File: config.mk
export PLATFORM = sky130hd
export DESIGN_NAME = scp_host
export DESIGN_NICKNAME = d
export VERILOG_FILES = /design/src/core/scp_pkg.sv /design/src/core/scp_host.sv /design/src/core/scp_bit_engine.sv
export SDC_FILE = /design/constraint.sdc
export NUM_CORES = 1
export LEC_CHECK = 0
export ABC_AREA = 1
export BUFFER_PORTS_ARGS = -buffer_cell sky130_fd_sc_hd__buf_4
export CAP_MARGIN = 20
export CORE_MARGIN = 10
export CORE_UTILIZATION = 58
export CTS_BUF_LIST = sky130_fd_sc_hd__clkbuf_8
export CTS_CLUSTER_SIZE = 10
export DETAILED_ROUTE_END_ITERATION = 6
export PLACE_DENSITY_LB_ADDON = 0.25
export SLEW_MARGIN = 15
export SYNTH_ARGS = -nofsm -noshare
export SYNTH_HDL_FRONTEND = slang
export SYNTH_SLANG_ARGS = --single-unit
File: constraint.sdc
create_clock -name mclk -period 4.6 [get_ports mclk]
set_input_delay 0 -clock mclk [delete_from_list [all_inputs] [get_ports mclk]]
set_output_delay 0 -clock mclk [all_outputs]
set_load 0.05 [all_outputs]
File: src/core/scp_pkg.sv
// Package: constants for the serial configuration port host controller
package scp_pkg;
   localparam int SCP_ADDR_W = 5;
   localparam int SCP_BYTE_W = 8;
   localparam int SCP_MAX_BYTES = 4;
   localparam int SCP_BIT_RW = 7;
   localparam int SCP_BIT_CNT_HI = 6;
   localparam int SCP_BIT_CNT_LO = 5;
   localparam logic [4:0] SCP_ADDR_LOW = 5'h00;
   localparam logic [4:0] SCP_ADDR_HIGH = 5'h1F;
   localparam int SCP_CFG_ORDER_BIT = 6;
   localparam int SCP_CFG_SRST_BIT = 5;
   localparam int SCP_CFG_LONG_BIT = 4;
   // Register offsets and reset values of the device
   localparam logic [4:0] SCP_REG_PORT_CONFIGURATION = 5'h00;
   localparam logic [4:0] SCP_REG_POWER_DOWN_CONTROL = 5'h01;
   localparam logic [4:0] SCP_REG_INPUT_DATA_CONTROL = 5'h02;
   localparam logic [4:0] SCP_REG_IN_PHASE_GAIN_TRIM = 5'h03;
   localparam logic [4:0] SCP_REG_IN_PHASE_SCALE_RESISTOR = 5'h04;
   localparam logic [4:0] SCP_REG_IN_PHASE_COMMON_MODE_RESISTOR = 5'h05;
   localparam logic [4:0] SCP_REG_QUADRATURE_GAIN_TRIM = 5'h06;
   localparam logic [4:0] SCP_REG_QUADRATURE_SCALE_RESISTOR = 5'h07;
   localparam logic [4:0] SCP_REG_QUADRATURE_COMMON_MODE_RESISTOR = 5'h08;
   localparam logic [4:0] SCP_REG_IN_PHASE_AUX_LEVEL_LOW = 5'h09;
   localparam logic [4:0] SCP_REG_IN_PHASE_AUX_CONTROL = 5'h0A;
   localparam logic [4:0] SCP_REG_QUADRATURE_AUX_LEVEL_LOW = 5'h0B;
   localparam logic [4:0] SCP_REG_QUADRATURE_AUX_CONTROL = 5'h0C;
   localparam logic [4:0] SCP_REG_REFERENCE_RESISTOR_TRIM = 5'h0D;
   localparam logic [4:0] SCP_REG_CALIBRATION_CONTROL = 5'h0E;
   localparam logic [4:0] SCP_REG_CALIBRATION_MEMORY_STATUS = 5'h0F;
   localparam logic [4:0] SCP_REG_TRIM_MEMORY_POINTER = 5'h10;
   localparam logic [4:0] SCP_REG_TRIM_MEMORY_VALUE = 5'h11;
   localparam logic [4:0] SCP_REG_TRIM_MEMORY_ACCESS = 5'h12;
   localparam logic [4:0] SCP_REG_SAMPLE_CLOCK_RETIMING = 5'h14;
   localparam logic [4:0] SCP_REG_REVISION_ID = 5'h1F;
   localparam logic [7:0] SCP_RST_PORT_CONFIGURATION = 8'h00;
   localparam logic [7:0] SCP_RST_POWER_DOWN_CONTROL = 8'h40;
   localparam logic [7:0] SCP_RST_INPUT_DATA_CONTROL = 8'h34;
   localparam logic [7:0] SCP_RST_TRIM_MEMORY_VALUE = 8'h3F;
   // Timing
   localparam int SCP_CLK_HZ = 25000000;
   localparam int SCP_SCLK_MAX_HZ = 25000000;
   // Serial clock half period in mclk cycles (25 MHz limit gives at least 1)
   localparam int SCP_HALF_MIN = (SCP_CLK_HZ + 2 * SCP_SCLK_MAX_HZ - 1) / (2 * SCP_SCLK_MAX_HZ);
   localparam int SCP_RESET_PULSE_NS = 50;
   localparam int SCP_RESET_CYC = (SCP_RESET_PULSE_NS * (SCP_CLK_HZ / 1000000) + 999) / 1000;
   localparam int SCP_STRAP_SETTLE_NS = 1000;
   localparam int SCP_STRAP_CYC = (SCP_STRAP_SETTLE_NS * (SCP_CLK_HZ / 1000000) + 999) / 1000;
   localparam int SCP_CNT_W = 8;
endpackage

File: src/core/scp_host.sv
// Host controller for the serial configuration port: cycles and strap mode
`timescale 1ns/1ns
module scp_host
   import scp_pkg::*;
#(
   parameter int HALF_CYC = 2,
   parameter int STRAP_WAIT_CYC = SCP_STRAP_CYC
)
(
   input wire logic mclk,
   input wire logic rst_n,
   input wire logic cmd_valid,
   output logic cmd_ready,
   input wire logic cmd_read,
   input wire logic [1:0] cmd_count,
   input wire logic [4:0] cmd_addr,
   input wire logic [31:0] cmd_wdata,
   output logic rsp_valid,
   output logic [31:0] rsp_rdata,
   output logic cfg_warn,
   output logic bit_order_select,
   input wire logic strap_mode,
   input wire logic clock_mode_strap,
   input wire logic format_strap,
   input wire logic power_down_strap,
   output logic strap_ready,
   input wire logic pulse_reset,
   output logic reset_or_strap_pin,
   output logic sclk,
   output logic cs_n,
   output logic sdio_out,
   output logic sdio_oe,
   input wire logic sdio_in
);
   typedef enum logic [5:0] {
      ST_IDLE = 6'b000001,
      ST_RSTP = 6'b000010,
      ST_INSTR = 6'b000100,
      ST_DATA = 6'b001000,
      ST_DONE = 6'b010000,
      ST_STRAP = 6'b100000
   } scp_state_t;

   typedef struct packed {
      scp_state_t st;
      logic cs_n;
      logic rstpin;
      logic [SCP_CNT_W-1:0] cnt;
      logic [15:0] settle;
      logic read;
      logic [1:0] left;
      logic [1:0] idx;
      logic [4:0] addr;
      logic [31:0] wdata;
      logic [31:0] rdata;
      logic lsb;
      logic rsp;
      logic warn;
      logic go;
      logic [7:0] tx;
      logic fmt_last;
   } scp_host_t;

   scp_host_t q;
   scp_host_t next_q;
   logic eng_done;
   logic [7:0] eng_rx;
   logic eng_sclk;
   logic eng_out;
   logic eng_oe;
   logic [7:0] cfg_byte;

   // Next device address for a byte; stops at the range ends
   function automatic logic [4:0] scp_step(input logic [4:0] a, input logic lsb);
      logic [4:0] r;
      r = a;
      if (lsb)
      begin
         if (a != SCP_ADDR_HIGH)
            r = a + 5'h01;
      end
      else if (a != SCP_ADDR_LOW)
         r = a - 5'h01;
      return r;
   endfunction

   function automatic logic [7:0] scp_pick(input logic [31:0] w, input logic [1:0] i);
      return w[i*8 +: 8];
   endfunction

   scp_bit_engine #(
      .HALF(HALF_CYC)
   ) u_eng (
      .mclk(mclk),
      .rst_n(rst_n),
      .start(q.go),
      .drive(q.st == ST_INSTR || !q.read),
      .lsb_first(q.lsb),
      .tx_byte(q.tx),
      .sdio_in(sdio_in),
      .done(eng_done),
      .rx_byte(eng_rx),
      .sclk(eng_sclk),
      .sdio_out(eng_out),
      .sdio_oe(eng_oe)
   );

   always_comb
   begin
      cfg_byte = scp_pick(q.wdata, q.idx);
      next_q = q;
      next_q.go = 1'b0;
      next_q.rsp = 1'b0;
      case (q.st)
         ST_IDLE:
         begin
            next_q.cs_n = 1'b1;
            if (pulse_reset)
            begin
               next_q.st = ST_RSTP;
               next_q.rstpin = 1'b1;
               next_q.cnt = '0;
            end
            else if (strap_mode)
            begin
               next_q.st = ST_STRAP;
               next_q.rstpin = 1'b1;
               next_q.cs_n = power_down_strap;
               next_q.settle = '0;
               next_q.fmt_last = format_strap;
            end
            else if (cmd_valid)
            begin
               next_q.read = cmd_read;
               next_q.left = cmd_count;
               next_q.addr = cmd_addr;
               next_q.wdata = cmd_wdata;
               next_q.rdata = '0;
               next_q.idx = 2'h0;
               next_q.warn = 1'b0;
               // Instruction byte: direction, count, start address
               next_q.tx = {cmd_read, cmd_count, cmd_addr};
               next_q.cs_n = 1'b0;
               next_q.go = 1'b1;
               next_q.st = ST_INSTR;
            end
         end
         ST_RSTP:
         begin
            // Pulse high then low; device returns to instruction phase
            next_q.cs_n = 1'b1;
            if (q.cnt == SCP_CNT_W'(SCP_RESET_CYC - 1))
            begin
               next_q.rstpin = 1'b0;
               next_q.lsb = 1'b0;
               next_q.st = ST_IDLE;
            end
            else
               next_q.cnt = q.cnt + SCP_CNT_W'(1);
         end
         ST_INSTR, ST_DATA:
         begin
            if (eng_done)
            begin
               if (q.st == ST_DATA)
               begin
                  if (q.read)
                     next_q.rdata[q.idx*8 +: 8] = eng_rx;
                  // Bit order follows a config write at once
                  else if (q.addr == SCP_REG_PORT_CONFIGURATION)
                  begin
                     next_q.lsb = cfg_byte[SCP_CFG_ORDER_BIT];
                     if (q.left != 2'h0 && next_q.lsb != q.lsb)
                        next_q.warn = 1'b1;
                  end
                  // Device steps its address in the order just written
                  next_q.addr = scp_step(q.addr, next_q.lsb);
               end
               if (q.st == ST_DATA && q.left == 2'h0)
                  next_q.st = ST_DONE;
               else
               begin
                  if (q.st == ST_DATA)
                  begin
                     next_q.left = q.left - 2'h1;
                     next_q.idx = q.idx + 2'h1;
                  end
                  next_q.tx = scp_pick(q.wdata, next_q.idx);
                  next_q.go = 1'b1;
                  next_q.st = ST_DATA;
               end
            end
         end
         ST_DONE:
         begin
            // Select held to the last bit, then raised
            next_q.cs_n = 1'b1;
            next_q.rsp = 1'b1;
            next_q.st = ST_IDLE;
         end
         ST_STRAP:
         begin
            // Straps driven live on sclk and sdio; select follows power_down_strap one cycle later
            next_q.cs_n = power_down_strap;
            if (format_strap != q.fmt_last)
               next_q.settle = '0;
            else if (q.settle != 16'(STRAP_WAIT_CYC))
               next_q.settle = q.settle + 16'h0001;
            next_q.fmt_last = format_strap;
            if (!strap_mode)
            begin
               next_q.st = ST_RSTP;
               next_q.cnt = '0;
            end
         end
         default:
            next_q.st = ST_IDLE;
      endcase
   end

   always_ff @(posedge mclk or negedge rst_n)
   begin
      if (!rst_n)
      begin
         q <= '0;
         q.st <= ST_IDLE;
         q.cs_n <= 1'b1;
      end
      else
         q <= next_q;
   end

   assign cmd_ready = (q.st == ST_IDLE) && !pulse_reset && !strap_mode;
   assign rsp_valid = q.rsp;
   assign rsp_rdata = q.rdata;
   assign cfg_warn = q.warn;
   assign bit_order_select = q.lsb;
   assign reset_or_strap_pin = q.rstpin;
   assign cs_n = q.cs_n;
   assign strap_ready = (q.st == ST_STRAP) && (q.settle == 16'(STRAP_WAIT_CYC));
   assign sclk = (q.st == ST_STRAP) ? clock_mode_strap : eng_sclk;
   assign sdio_out = (q.st == ST_STRAP) ? format_strap : eng_out;
   assign sdio_oe = (q.st == ST_STRAP) ? 1'b1 : eng_oe;

   // ----------------------------------------
   // Checks
   // ----------------------------------------
   AST_CS_LOW_WHILE_CLOCKING: assert property (@(posedge mclk) disable iff (!rst_n)
      (q.st == ST_INSTR || q.st == ST_DATA) |-> !cs_n)
      else $error("select high during cycle");
   AST_NO_DRIVE_READ_DATA: assert property (@(posedge mclk) disable iff (!rst_n)
      (q.st == ST_DATA && q.read) |-> !sdio_oe)
      else $error("host drives line in read phase");
   AST_INSTR_FIELDS: assert property (@(posedge mclk) disable iff (!rst_n)
      (q.st == ST_IDLE && cmd_valid && cmd_ready)
      |=> (q.tx == {$past(cmd_read), $past(cmd_count), $past(cmd_addr)}))
      else $error("instruction byte mismatch");
   AST_RESP_AFTER_DONE: assert property (@(posedge mclk) disable iff (!rst_n)
      (q.st == ST_DONE) |=> (rsp_valid && cs_n))
      else $error("no response after cycle");
   AST_RESET_PULSE: assert property (@(posedge mclk) disable iff (!rst_n)
      (q.st == ST_RSTP && q.cnt == '0) |-> reset_or_strap_pin)
      else $error("reset pin not high in pulse");
   AST_STRAP_PINS: assert property (@(posedge mclk) disable iff (!rst_n)
      (q.st == ST_STRAP) |-> (cs_n == $past(power_down_strap) && sdio_oe))
      else $error("strap pins not followed");
   AST_ORDER_RESET: assert property (@(posedge mclk) disable iff (!rst_n)
      (q.st == ST_RSTP && q.cnt == SCP_CNT_W'(SCP_RESET_CYC - 1)) |=> !bit_order_select)
      else $error("bit order not default");
   AST_ADDR_CLAMP: assert property (@(posedge mclk) disable iff (!rst_n)
      (q.st == ST_DATA && eng_done && q.lsb && q.addr == SCP_ADDR_HIGH)
      |=> (q.addr == SCP_ADDR_HIGH))
      else $error("address wrapped");
   CVR_WRITE: cover property (@(posedge mclk) rsp_valid && !q.read);
   CVR_READ4: cover property (@(posedge mclk) rsp_valid && q.read && q.idx == 2'h3);
   CVR_STRAP: cover property (@(posedge mclk) strap_ready);
   CVR_WARN: cover property (@(posedge mclk) rsp_valid && cfg_warn);
endmodule

File: src/core/scp_bit_engine.sv
// Bit engine: drives serial clock edges and shifts one byte out or in
`timescale 1ns/1ns
module scp_bit_engine
   import scp_pkg::*;
#(
   parameter int HALF = 2
)
(
   input wire logic mclk,
   input wire logic rst_n,
   input wire logic start,
   input wire logic drive,
   input wire logic lsb_first,
   input wire logic [7:0] tx_byte,
   input wire logic sdio_in,
   output logic done,
   output logic [7:0] rx_byte,
   output logic sclk,
   output logic sdio_out,
   output logic sdio_oe
);
   typedef struct packed {
      logic busy;
      logic sclk;
      logic [3:0] bit_n;
      logic [SCP_CNT_W-1:0] tick;
      logic [7:0] sh;
      logic [7:0] rx;
      logic done;
      logic drive;
      logic lsb;
      logic [1:0] in_sync;
   } scp_eng_t;

   scp_eng_t q;
   scp_eng_t next_q;
   logic in_bit;

   always_comb
   begin
      next_q = q;
      next_q.done = 1'b0;
      next_q.in_sync = {q.in_sync[0], sdio_in};
      in_bit = q.in_sync[1];
      if (start && !q.busy)
      begin
         next_q.busy = 1'b1;
         next_q.sh = tx_byte;
         next_q.drive = drive;
         next_q.lsb = lsb_first;
         next_q.bit_n = 4'h0;
         next_q.tick = '0;
      end
      else if (q.busy)
      begin
         if (q.tick == SCP_CNT_W'(HALF - 1))
         begin
            next_q.tick = '0;
            if (!q.sclk)
            begin
               // Rising edge: device samples here
               next_q.sclk = 1'b1;
               if (!q.drive)
               begin
                  // Device moved the line on the prior falling edge
                  if (q.lsb)
                     next_q.rx = {in_bit, q.rx[7:1]};
                  else
                     next_q.rx = {q.rx[6:0], in_bit};
               end
            end
            else
            begin
               next_q.sclk = 1'b0;
               if (q.bit_n == 4'h7)
               begin
                  next_q.busy = 1'b0;
                  next_q.done = 1'b1;
               end
               else
               begin
                  next_q.bit_n = q.bit_n + 4'h1;
                  next_q.sh = q.lsb ? {1'b0, q.sh[7:1]} : {q.sh[6:0], 1'b0};
               end
            end
         end
         else
            next_q.tick = q.tick + SCP_CNT_W'(1);
      end
   end

   always_ff @(posedge mclk or negedge rst_n)
   begin
      if (!rst_n)
         q <= '0;
      else
         q <= next_q;
   end

   assign done = q.done;
   assign rx_byte = q.rx;
   assign sclk = q.sclk;
   // Bit presented half a period ahead of the rising edge
   assign sdio_out = q.lsb ? q.sh[0] : q.sh[7];
   assign sdio_oe = q.busy & q.drive;

   AST_ENG_OE_ONLY_WRITE: assert property (@(posedge mclk) disable iff (!rst_n)
      sdio_oe |-> q.drive)
      else $error("data line driven during read");
   AST_ENG_STABLE_AT_RISE: assert property (@(posedge mclk) disable iff (!rst_n)
      (sdio_oe && $rose(sclk)) |-> $stable(sdio_out))
      else $error("data changed at rising edge");
endmodule

==> key figures, run 1 <==
Status
  • Outcome: finished clean

GRT
  • Total grt overflow: 0
  • Initial antenna violation count: 0
  • Largest net degree at the start of global routing: 100
  • Global-route wire length before repair: 32800 µm
  • GRT Util Overall: 20.1%
  • Vias in the first global route: around 7k

Setup path
  • Critical setup path kind: in2reg
  • Crit-path slowest cell: inv_2
  • Reg2Reg Setup Slack: approximately 1.6 ns
  • Worst r2r src: q[117]
  • Worst setup EP type: flop
  • Cell Chain, Critical Path: dlygate4sd3_1 > buf_4 > nor2_1 > nand2_1 > inv_2 > nand2_1 > a31oi_1
  • FF-to-FF End: q[8]
  • R2r worst-path depth: 7
  • Number of buffers and inverters on the critical path: 3
  • Delay-heaviest family, CP: simple AND/OR/NAND/NOR gates
  • Top cell by count, worst path: nand2_1
  • Startpoint Class: input pin
  • WP data arrival: about 3.4 ns
  • Max incr delay on CP: 0.86 ns
  • Crit path max fanout: 46
  • Worst Path Required: 4.97 ns

Power and ir drop
  • Total power draw: 5.24 mW
  • Worst vdd ir: roughly 0.35 mV
  • Power per Cell Area: roughly 540 nW/µm²
  • Pleak: approximately 4.8 nW

Timing
  • Hold Vio Cnt, Final: 0
  • Final Cycle Share: about two thirds
  • Tmin final: 3.02 ns
  • Worst-Margin Slew: 0.993 ns
  • Unrepaired setup endpoints after global routing: false
  • Max_slew headroom: 33.6%
  • Worst Skew: 0.0138 ns
  • Fin Setup TNS: 0 ns
  • Final setup viols: 0
  • Fmax: between 300 and 400 MHz
  • Pins Over Slew Limit: 0

Clocking
  • H-tree Lvls: 4
  • Clk slew on worst S/H paths: 0.08 ns
  • CTS buffer count: 17
  • Clk buf depth: 2
  • Clock latency on the worst-skew pair: 0.46 ns
  • Post CTS Setup Buffer Count: 0
  • Root Driver: clkbuf_8
  • Sink Count: 154
  • TritonCTS clock tree: done

Floorplanning
  • Die width: ~140 µm
  • # IOs: 91
  • Die Area: 19100 µm²
  • Total core area: 13800 µm²
  • Num rows: 43
  • Initial Utilization: 58.8%
  • Die height: 138 µm

Placed design
  • GPL Wtd Cong: roughly 0.92
  • Post-DP HPWL: ~13000 µm
  • Buffers on Ports: 90

Route
  • Avg WL per Cell: roughly 15 µm
  • Routed WL: 19500 µm
  • Residual DRC: 0
  • Final ANT Viol Nets: 0
  • Drt pass-1 iters: 5
  • Routed via count: 7099
  • Vias per inst: 5.29
  • DR iter-0 viols: 625

Hold path
  • Hold_sp: pulse_reset
  • Hold Path Sink: q[107]
  • HP Class: in2reg
  • Min-Delay Path Depth: 6

Cells and area
  • Reg area: 3860 µm²
  • Area growth from synthesis to layout: 19.8%
  • Area occupied by multi-input gates: 3530 µm²
  • Share of cells above drive strength 1: 14.4%
  • Antenna fix cells: 0
  • Number of fill cells: 1114
  • Most common library cell in the layout ignoring fill and taps: nand2_1
  • Nets: 1213
  • Most frequent cells in the layout: 340 x nand2_1, 152 x dfrtp_1, 92 x inv_1

Logic synthesis
  • Post-synth ARST share: between 90% and 100%
  • EDFF count, synth: 0
  • Yosys cell types: 45
  • Mapped Nets: about 1.1k
  • Synth Instances: 1045
  • Post-synthesis sequential area ratio: 47.4%
  • Main flop type after synthesis: dfrtp_1
  • Synthesis warning total: 0
  • Register bit total from synthesis: 154
  • Synth Cell Area: 8130 µm²
  • Mean post-synth cell area: a little under 8 µm²

Flow run
  • Max-Cap Viols: 0
[timing repair]
| action | CTS | global route |
|---|---|---|
| resized for setup | 0 | 0 |
| hold buffers | 49 | 0 |
| endpoints found under the hold margin | 150 | 0 |
[per-stage QoR]
stage / instances / hold slack, ns / setup WS (ns) / util, % / instance area, µm²
finish: 1343 / 0.0727 / 1.58 / 70.4 / 9730
detailed placement: 1262 / 0.120 / 1.67 / 62.9 / 8700
floorplan: 1045 / -0.296 / 2.44 / - / 8130
CTS: 1343 / 0.0416 / 1.63 / 70.4 / 9730
global route: 1343 / 0.0956 / 1.33 / 70.4 / 9730
global placement: 1262 / 0.119 / 1.81 / 62.9 / 8700
[cell usage after synthesis (2+ instances only)]
cell        n  area share, %
nor2_8      2           0.49
a31oi_1     2           0.15
dfrtp_1   152             47
nand2_1   340             16
nand3b_1    2           0.18
inv_2      12           0.55
nor2_2      6           0.46
o21ai_0    68            4.2
nor2_4      3           0.42
o21ai_1    11           0.68
nand2_2     5           0.38
inv_1      90            4.2
nor3_1     23            1.4
buf_2      10           0.62
clkbuf_1    8           0.37
o21ai_2     2           0.22
and3_1      2           0.15
nand2_4     2           0.28
ha_1       14            2.2
o22ai_1    14            1.1
xnor2_1     2           0.22
xor2_1     14            1.5
nor2_1     88            4.1
a21oi_1    40            2.5
nand3_1    51            3.1
nand4_1    16            1.2
nand3_2     3           0.37
dfstp_2     2           0.65
o211ai_1    5           0.46
buf_4      34            3.1
nor4_1      6           0.46
o32ai_1     2           0.22
inv_4       2           0.15
[per-layer routing]
layer | part of all wire [%] | vias up | global-route usage, % | routed length (µm)
met5 | 0 | - | 0 | 0
met4 | 1.8 | 0 | 7.05 | 356
met3 | 5.7 | 33 | 4.55 | 1120
met2 | 49 | 213 | 33.6 | 9640
met1 | 43 | 3305 | 25.2 | 8420
li1 | - | 3548 | - | -
[worst max path at each step]
stage / start / endpoint / cells after the start
2_1_floorplan: q[117] / reset_or_strap_pin / 9
3_3_place_gp: q[117] / q[8] / 7
3_5_place_dp: q[117] / q[8] / 7
4_1_cts: q[117] / q[8] / 7
5_1_grt: q[116] / q[8] / 7
6_report: strap_mode / q[8] / 7
[state kept, by name, summed over array words and instances, names as in the netlist]
register	cells
q	82
u_eng.in_bit	1
cs_n	1
u_eng.sclk	1
reset_or_strap_pin	1
u_eng.rx_byte	8
u_eng.done	1
rsp_rdata	32
cfg_warn	1
u_eng.q	23
u_eng.next_q	1
bit_order_select	1
rsp_valid	1
[report_power, final]
| part | switching, mW | internal [mW] | leakage, nW | total (mW) |
|---|---|---|---|---|
| Sequential | 0.306 | 1.75 | 2.01 | 2.05 |
| Combinational | 1.18 | 0.623 | 2.54 | 1.81 |
| Clock | 0.508 | 0.875 | 0.275 | 1.38 |
[tightest hold or removal path, delay by kind of cell]
kind	cells	cell delay [ns]
buffers and inverters	2	0.12
AND/OR/NAND/NOR	4	0.37
[cell families (layout without fill, tap and decap cells)]
family | after synthesis | in the layout | share of synthesized area, %
AOI/OAI and AO/OA | 149 | 149 | 10.2
xor gates and xnor gates | 16 | 16 | 1.72
adders and majority gates | 14 | 14 | 2.16
buffers and inverters | 158 | 276 | 9.10
DFF | 154 | 154 | 47.4
muxes | 1 | 1 | 0.139
and+or+nand+nor | 553 | 553 | 29.2
[final cells by class]
| type | instances | share of cell area [%] |
|---|---|---|
| Sequential cell | 154 | 39.6 |
| Multi-Input combinational cell | 733 | 36.3 |
| Timing Repair Buffer | 140 | 12.1 |
| Inverter | 104 | 4.06 |
| Clock inverter | 14 | 3.07 |
| Clock buffer | 18 | 2.55 |
| Tap cell | 180 | 2.31 |
Note: power is estimated with default switching activity, not from simulation.
==> run 2: changes to the inputs <==
Settings changed: ABC_AREA 1 to 0, CORE_UTILIZATION 58 to 55.
Clock period 4.6 ns to 2.6 ns, I/O delays scaled along.
==> run 2 against run 1 <==
Effect of this change:
- area after synthesis down 4.2%
- largest power group unchanged
- sequential power grew 72%
- highest routed layer unchanged
- sequential share of layout area up 0.49 points
- utilization shrank 1.1 points
==> key figures, run 2 <==
Clocking
  • H-tree Lvls: 4
  • TritonCTS clock tree: done
  • Clk slew on worst S/H paths: approximately 0.080 ns
  • Clock latency on the worst-skew pair: 0.46 ns
  • Root Driver: clkbuf_8
  • Sink Count: 154
  • CTS buffer count: 17
  • Clk buf depth: 2

Setup path
  • R2r worst-path depth: 8
  • Reg2Reg Setup Slack: 0.01 ns
  • Worst r2r src: q[104]
  • Crit path max fanout: 6
  • Worst Path Required: 2.99 ns
  • Worst setup EP type: flop
  • Startpoint Class: flop
  • Critical setup path kind: reg2reg
  • FF-to-FF End: q[106]
  • WP data arrival: 2.97 ns

Cells and area
  • Antenna fix cells: 0
  • Area growth from synthesis to layout: 23.6%
  • Most flops, register: q
  • Util after Layout: 69.3%
  • Largest register FFs: 82
  • Share of cells above drive strength 1: 21.5%
  • Nets: ~1.0k
  • Most frequent cells in the layout: 186 x nand2_1, 151 x dfrtp_1, 124 x buf_4
  • Most common library cell in the layout ignoring fill and taps: nand2_1

Placed design
  • Post-DP HPWL: approximately 14000 µm
  • Placement Setup Slack: -0.00438 ns
  • Buffers on Ports: 90
  • GPL Wtd Cong: 0.904

Logic synthesis
  • Most common cell in the netlist: nand2_1
  • Yosys cell types: between 70 and 80
  • Yosys top cell area share: 48.9%
  • Main flop type after synthesis: dfrtp_1
  • Mapped Nets: a little under 900
  • Mean post-synth cell area: 9.55 µm²
  • Register bit total from synthesis: roughly 150
  • Top cells by count, synth: 186 x nand2_1, 152 x dfrtp_1, 50 x nor2_1, 50 x o21ai_0, 32 x buf_4
  • EDFF count, synth: 0
  • Synth Cell Area: just under 8000 µm²
  • Synth Instances: a little over 800
  • Synthesis warning total: 0
  • Area leader, netlist: dfrtp_1
  • Synth top area cells: dfrtp_1 49%, nand2_1 9.0%, o21ai_0 3.2%
  • Post-synthesis sequential area ratio: 49.5%
  • Post-synth ARST share: 100%

Route
  • Residual DRC: 0
  • Routed WL: 19900 µm
  • Routed via count: 6590
  • DR iter-0 viols: about 510
  • Drt pass-1 iters: 5
  • Avg WL per Cell: 17.5 µm
  • Vias per inst: 5.80
  • Final ANT Viol Nets: 0

Power and ir drop
  • Clock share of power: 22.1%
  • NetSw: just over 3 mW
  • Total power draw: 8.24 mW
  • Sw Share: 37.1%
  • Worst vdd ir: about 0.65 mV
  • Power per Cell Area: approximately 860 nW/µm²
  • Reg power frac: 42.8%
  • Combinational group share of total power: 35.1%
  • Pleak: 4.48 nW
  • Internal: about 5.2 mW

Timing
  • Fin Setup TNS: 0 ns
  • Unrepaired setup endpoints after global routing: true
  • Final worst setup slack: 0.0148 ns
  • Worst-Margin Slew: 0.907 ns
  • Final Cycle Share: about 99%
  • Worst Skew: 0.0105 ns
  • Max_slew headroom: 39.1%
  • Final setup viols: 0
  • Fmax: 387 MHz
  • Hold Vio Cnt, Final: 0
  • Pins Over Slew Limit: 0
  • Tmin final: 2.59 ns

GRT
  • Vias in the first global route: 6447
  • Total grt overflow: 0
  • Initial antenna violation count: 0
  • Largest net degree at the start of global routing: 80
  • GRT Util Overall: 20.3%
  • Global-route wire length before repair: around 33000 µm

Floorplanning
  • Total core area: 13900 µm²
  • Die Area: a little under 20000 µm²
  • Die width: around 140 µm
  • Die height: about 140 µm
  • # IOs: a little over 90
  • Num rows: between 40 and 50
  • Initial Utilization: roughly 56%

Status
  • Outcome: finished clean

Hold path
  • HP Class: in2async

Flow run
  • Max-Cap Viols: 0
run 2: changes by cell type after synthesis, moves of 10 or more:
cell / before / now
nor2_1: 88 / 50
nand3_1: 51 / 30
nand4_1: 16 / 6
inv_2: 12 / 1
inv_1: 90 / 16
clkbuf_1: 8 / 26
o22ai_1: 14 / 1
mux2i_1: 0 / 17
nand2_1: 340 / 186
o21ai_0: 68 / 50
nor3_1: 23 / 13
or3_1: 0 / 11
a21oi_1: 40 / 21
a22o_1: 0 / 20
run 2: critical path, stage by stage, from the launching register on:
cell,delay (ns)
dfrtp_1,0.40
inv_2,0.08
ha_4,0.11
or4b_4,0.48
o211a_4,0.26
nor4_4,0.41
o32ai_4,0.21
or4b_1,0.49
o21ai_1,0.08
run 2: per-stage QoR:
step,std cells,hold WS [ns],area [µm²]
floorplan,815,-0.296,7800
global placement,1050,-0.0824,8570
detailed placement,1050,-0.0740,8570
CTS,1133,0.00476,9500
global route,1137,0.0115,9620
finish,1137,0.0000665,9620
run 2: area by class of cell:
| cell class | count | area (µm²) |
|---|---|---|
| clock buffers | 20 | 275 |
| clock inverters | 12 | 125 |
| fillers | 1051 | 4260 |
| inverters | 17 | 63.8 |
| multi-input cells | 579 | 3620 |
| flip-flops and latches | 154 | 3860 |
| well taps | 180 | 225 |
| repair buffers | 175 | 1450 |
run 2: cell families after synthesis:
family / after synthesis / share of synthesized area, %
xor gates and xnor gates: 16 / 1.90
buffers and inverters: 83 / 5.74
AOI/OAI and AO/OA: 158 / 13.5
DFF: 154 / 49.5
muxes: 30 / 5.37
and+or+nand+nor: 360 / 21.7
adders and majority gates: 14 / 2.25
run 2: worst max path at each step:
stage                 from             to  slack [ns]  cells past startpoint
finish              q[104]         q[106]        0.01                      8
floorplan            q[82]          q[79]        0.02                     10
CTS                 q[113]           q[6]       0.005                      6
global placement    q[104]         q[106]        0.09                      8
global route        q[116]  rsp_rdata[11]       -0.11                      7
detailed placement  q[104]         q[106]      -0.004                      8
run 2: power by group through the flow:
| stage | registers, mW | logic [mW] | clock network (mW) |
|---|---|---|---|
| floorplan | 3.42 | 1.85 | 0 |
| global placement | 3.51 | 2.50 | 0 |
| detailed placement | 3.54 | 2.59 | 0 |
| CTS | 3.50 | 2.75 | 1.85 |
| global route | 3.61 | 3.20 | 1.96 |
| finish | 3.53 | 2.89 | 1.82 |
run 2: metal layers:
layer	share of wire (%)	wire length [µm]	GRT usage, %
met5	0	0	0
met4	1.3	253	5.55
met3	5.6	1120	5.45
met2	49	9760	32.7
met1	44	8720	26.3
run 2: what timing repair did:
item / CTS / global route
buffers inserted: 1 / 4
setup endpoints to repair: 2 / 39
pin swaps: 2 / 16
gates cloned: 1 / 0
hold endpoints to repair: 203 / 0
resized for setup: 1 / 22
hold buffers: 49 / 0
==> run 3: changes to the inputs <==
Settings changed: CORE_UTILIZATION 55 to 30.
==> run 3 against run 2 <==
Effect of this change:
- wire length increased by 1.2%
- clock power increased by 3%
- critical endpoint unchanged
- clock skew increased by 0.0019 ns
- highest routed layer unchanged
- critical path depth decreased by 1
- first-iteration DRC count decreased by 30%
- total power decreased by 0.92%
- worst setup slack improved by 0.097 ns
- utilization decreased by 31 points
- largest cell class unchanged
==> key figures, run 3 (same netlist as run 2, synthesis figures left out) <==
Floorplanning
  • Initial Utilization: 30.7%
  • Total core area: 25300 µm²
  • Die width: 181 µm
  • Die height: approximately 180 µm
  • Num rows: 58
  • # IOs: 91
  • Die Area: 32800 µm²

Power and ir drop
  • Pleak: 4.49 nW
  • Worst vdd ir: 0.324 mV
  • Power per Cell Area: slightly above 800 nW/µm²
  • Total power draw: roughly 8.2 mW

Clocking
  • Clock latency on the worst-skew pair: 0.45 ns
  • Clk buf depth: 2
  • TritonCTS clock tree: done
  • Root Driver: clkbuf_8
  • Clk slew on worst S/H paths: 0.08 ns
  • H-tree Lvls: 4
  • Sink Count: roughly 150
  • CTS buffer count: 17

Status
  • Outcome: finished clean

Cells and area
  • Largest register FFs: a little over 80
  • Share of cells above drive strength 1: 21.1%
  • Most common library cell in the layout ignoring fill and taps: nand2_1
  • Most flops, register: q
  • Most frequent cells in the layout: 186 x nand2_1, 151 x dfrtp_1, 126 x buf_4
  • Nets: 1011
  • Area growth from synthesis to layout: 26.2%

Route
  • Routed WL: 20100 µm
  • Routed via count: 6231
  • Avg WL per Cell: 15.6 µm
  • Vias per inst: 4.82
  • Residual DRC: 0
  • Drt pass-1 iters: 5
  • DR iter-0 viols: between 300 and 400
  • Final ANT Viol Nets: 0

Setup path
  • Worst r2r src: q[114]
  • Reg2Reg Setup Slack: roughly 0.11 ns
  • CP Depth: 7
  • WP data arrival: 2.86 ns
  • Worst setup EP type: flop
  • CP Launch Point: q[114]
  • R2r worst-path depth: 7
  • Number of buffers and inverters on the critical path: 1
  • Worst Path Required: between 2 and 3 ns
  • Crit path max fanout: 8
  • Crit-path slowest cell: or4_1
  • Cell Chain, Critical Path: or4_1 > nor3_2 > nor4_4 > buf_4 > and2_2 > or4b_1 > o21ai_1
  • Critical setup path kind: reg2reg
  • Delay-heaviest family, CP: simple AND/OR/NAND/NOR gates
  • Startpoint Class: flop
  • Max incr delay on CP: approximately 0.62 ns

GRT
  • Global-route wire length before repair: 33400 µm
  • Initial antenna violation count: 1
  • GRT Util Overall: 12.3%
  • Largest net degree at the start of global routing: just over 50
  • Vias in the first global route: 6324
  • Total grt overflow: 0

Timing
  • Fmax: 402 MHz
  • Max_slew headroom: 34.9%
  • Tmin final: between 2 and 2.5 ns
  • Final worst setup slack: 0.112 ns
  • Hold Vio Cnt, Final: 0
  • Fin Setup TNS: 0 ns
  • Fin Hold WS: 0.0657 ns
  • Worst-Margin Slew: ~0.97 ns
  • Final Cycle Share: 95.7%
  • Pins Over Slew Limit: 0
  • Final setup viols: 0
  • Worst Skew: 0.0124 ns

Hold path
  • HP Class: in2async

Flow run
  • Max-Cap Viols: 0

Placed design
  • Post-DP HPWL: 14700 µm
  • GPL Wtd Cong: 0.817
  • Buffers on Ports: 90
  • Placement Setup Slack: 0.0226 ns
-- run 3: cell count changes in the layout (fill, tap and decap cells not counted), sizes merged --
cell,delta
clkbuf,-2
bufinv,+1
o32ai,-1
clkinvlp,+2
diode,+1
inv,-1
buf,+4
dlygate4sd3,+1
-- run 3: power breakdown --
group          switching (mW)  leakage [nW]  internal (mW)  total, mW
sequential              0.522          2.03           2.98       3.51
combinational            1.55          2.26           1.24       2.79
clock                   0.912         0.200          0.961       1.87
total                    2.98          4.49           5.18       8.17
-- run 3: area by class of cell --
type	count	area, µm²
Antenna cell	1	2.50
Clock buffer	18	248
Clock inverter	14	158
Fill cell	2535	15500
Inverter	17	63.8
Multi-Input combinational cell	578	3560
Sequential cell	154	3860
Tap cell	330	413
Timing Repair Buffer	180	1520
-- run 3: what timing repair did --
| action | 4_1_cts | 5_1_grt |
|---|---|---|
| pin swaps | 0 | 4 |
| gates resized for setup | 1 | 12 |
| endpoints found under the setup margin | 1 | 32 |
| hold endpoints to repair | 200 | 0 |
| hold buffers | 50 | 0 |
| setup buffers | 0 | 1 |
-- run 3: per-layer routing --
metal	global-route usage (%)	vias up	part of all wire, %
li1	-	3105	-
met1	16.8	2989	49
met2	18.9	125	45
met3	3.10	12	4.7
met4	3.03	0	0.92
met5	0	-	0
-- run 3: final timing paths --
check | end
max | q[106]
min | q[94]
max reg2reg | q[106]
min reg2reg | u_eng.in_bit
max in group asynchronous | q[7]
min in group mclk | q[106]
-- run 3: through the flow --
| stage | utilization, % | cells | cell area (µm²) |
|---|---|---|---|
| 5_1_grt | 38.8 | 1292 | 9820 |
| 3_5_place_dp | 34.9 | 1208 | 8840 |
| 3_3_place_gp | 34.9 | 1208 | 8840 |
| 4_1_cts | 38.5 | 1290 | 9750 |
| 6_report | 38.8 | 1292 | 9820 |
| 2_1_floorplan | - | 815 | 7800 |
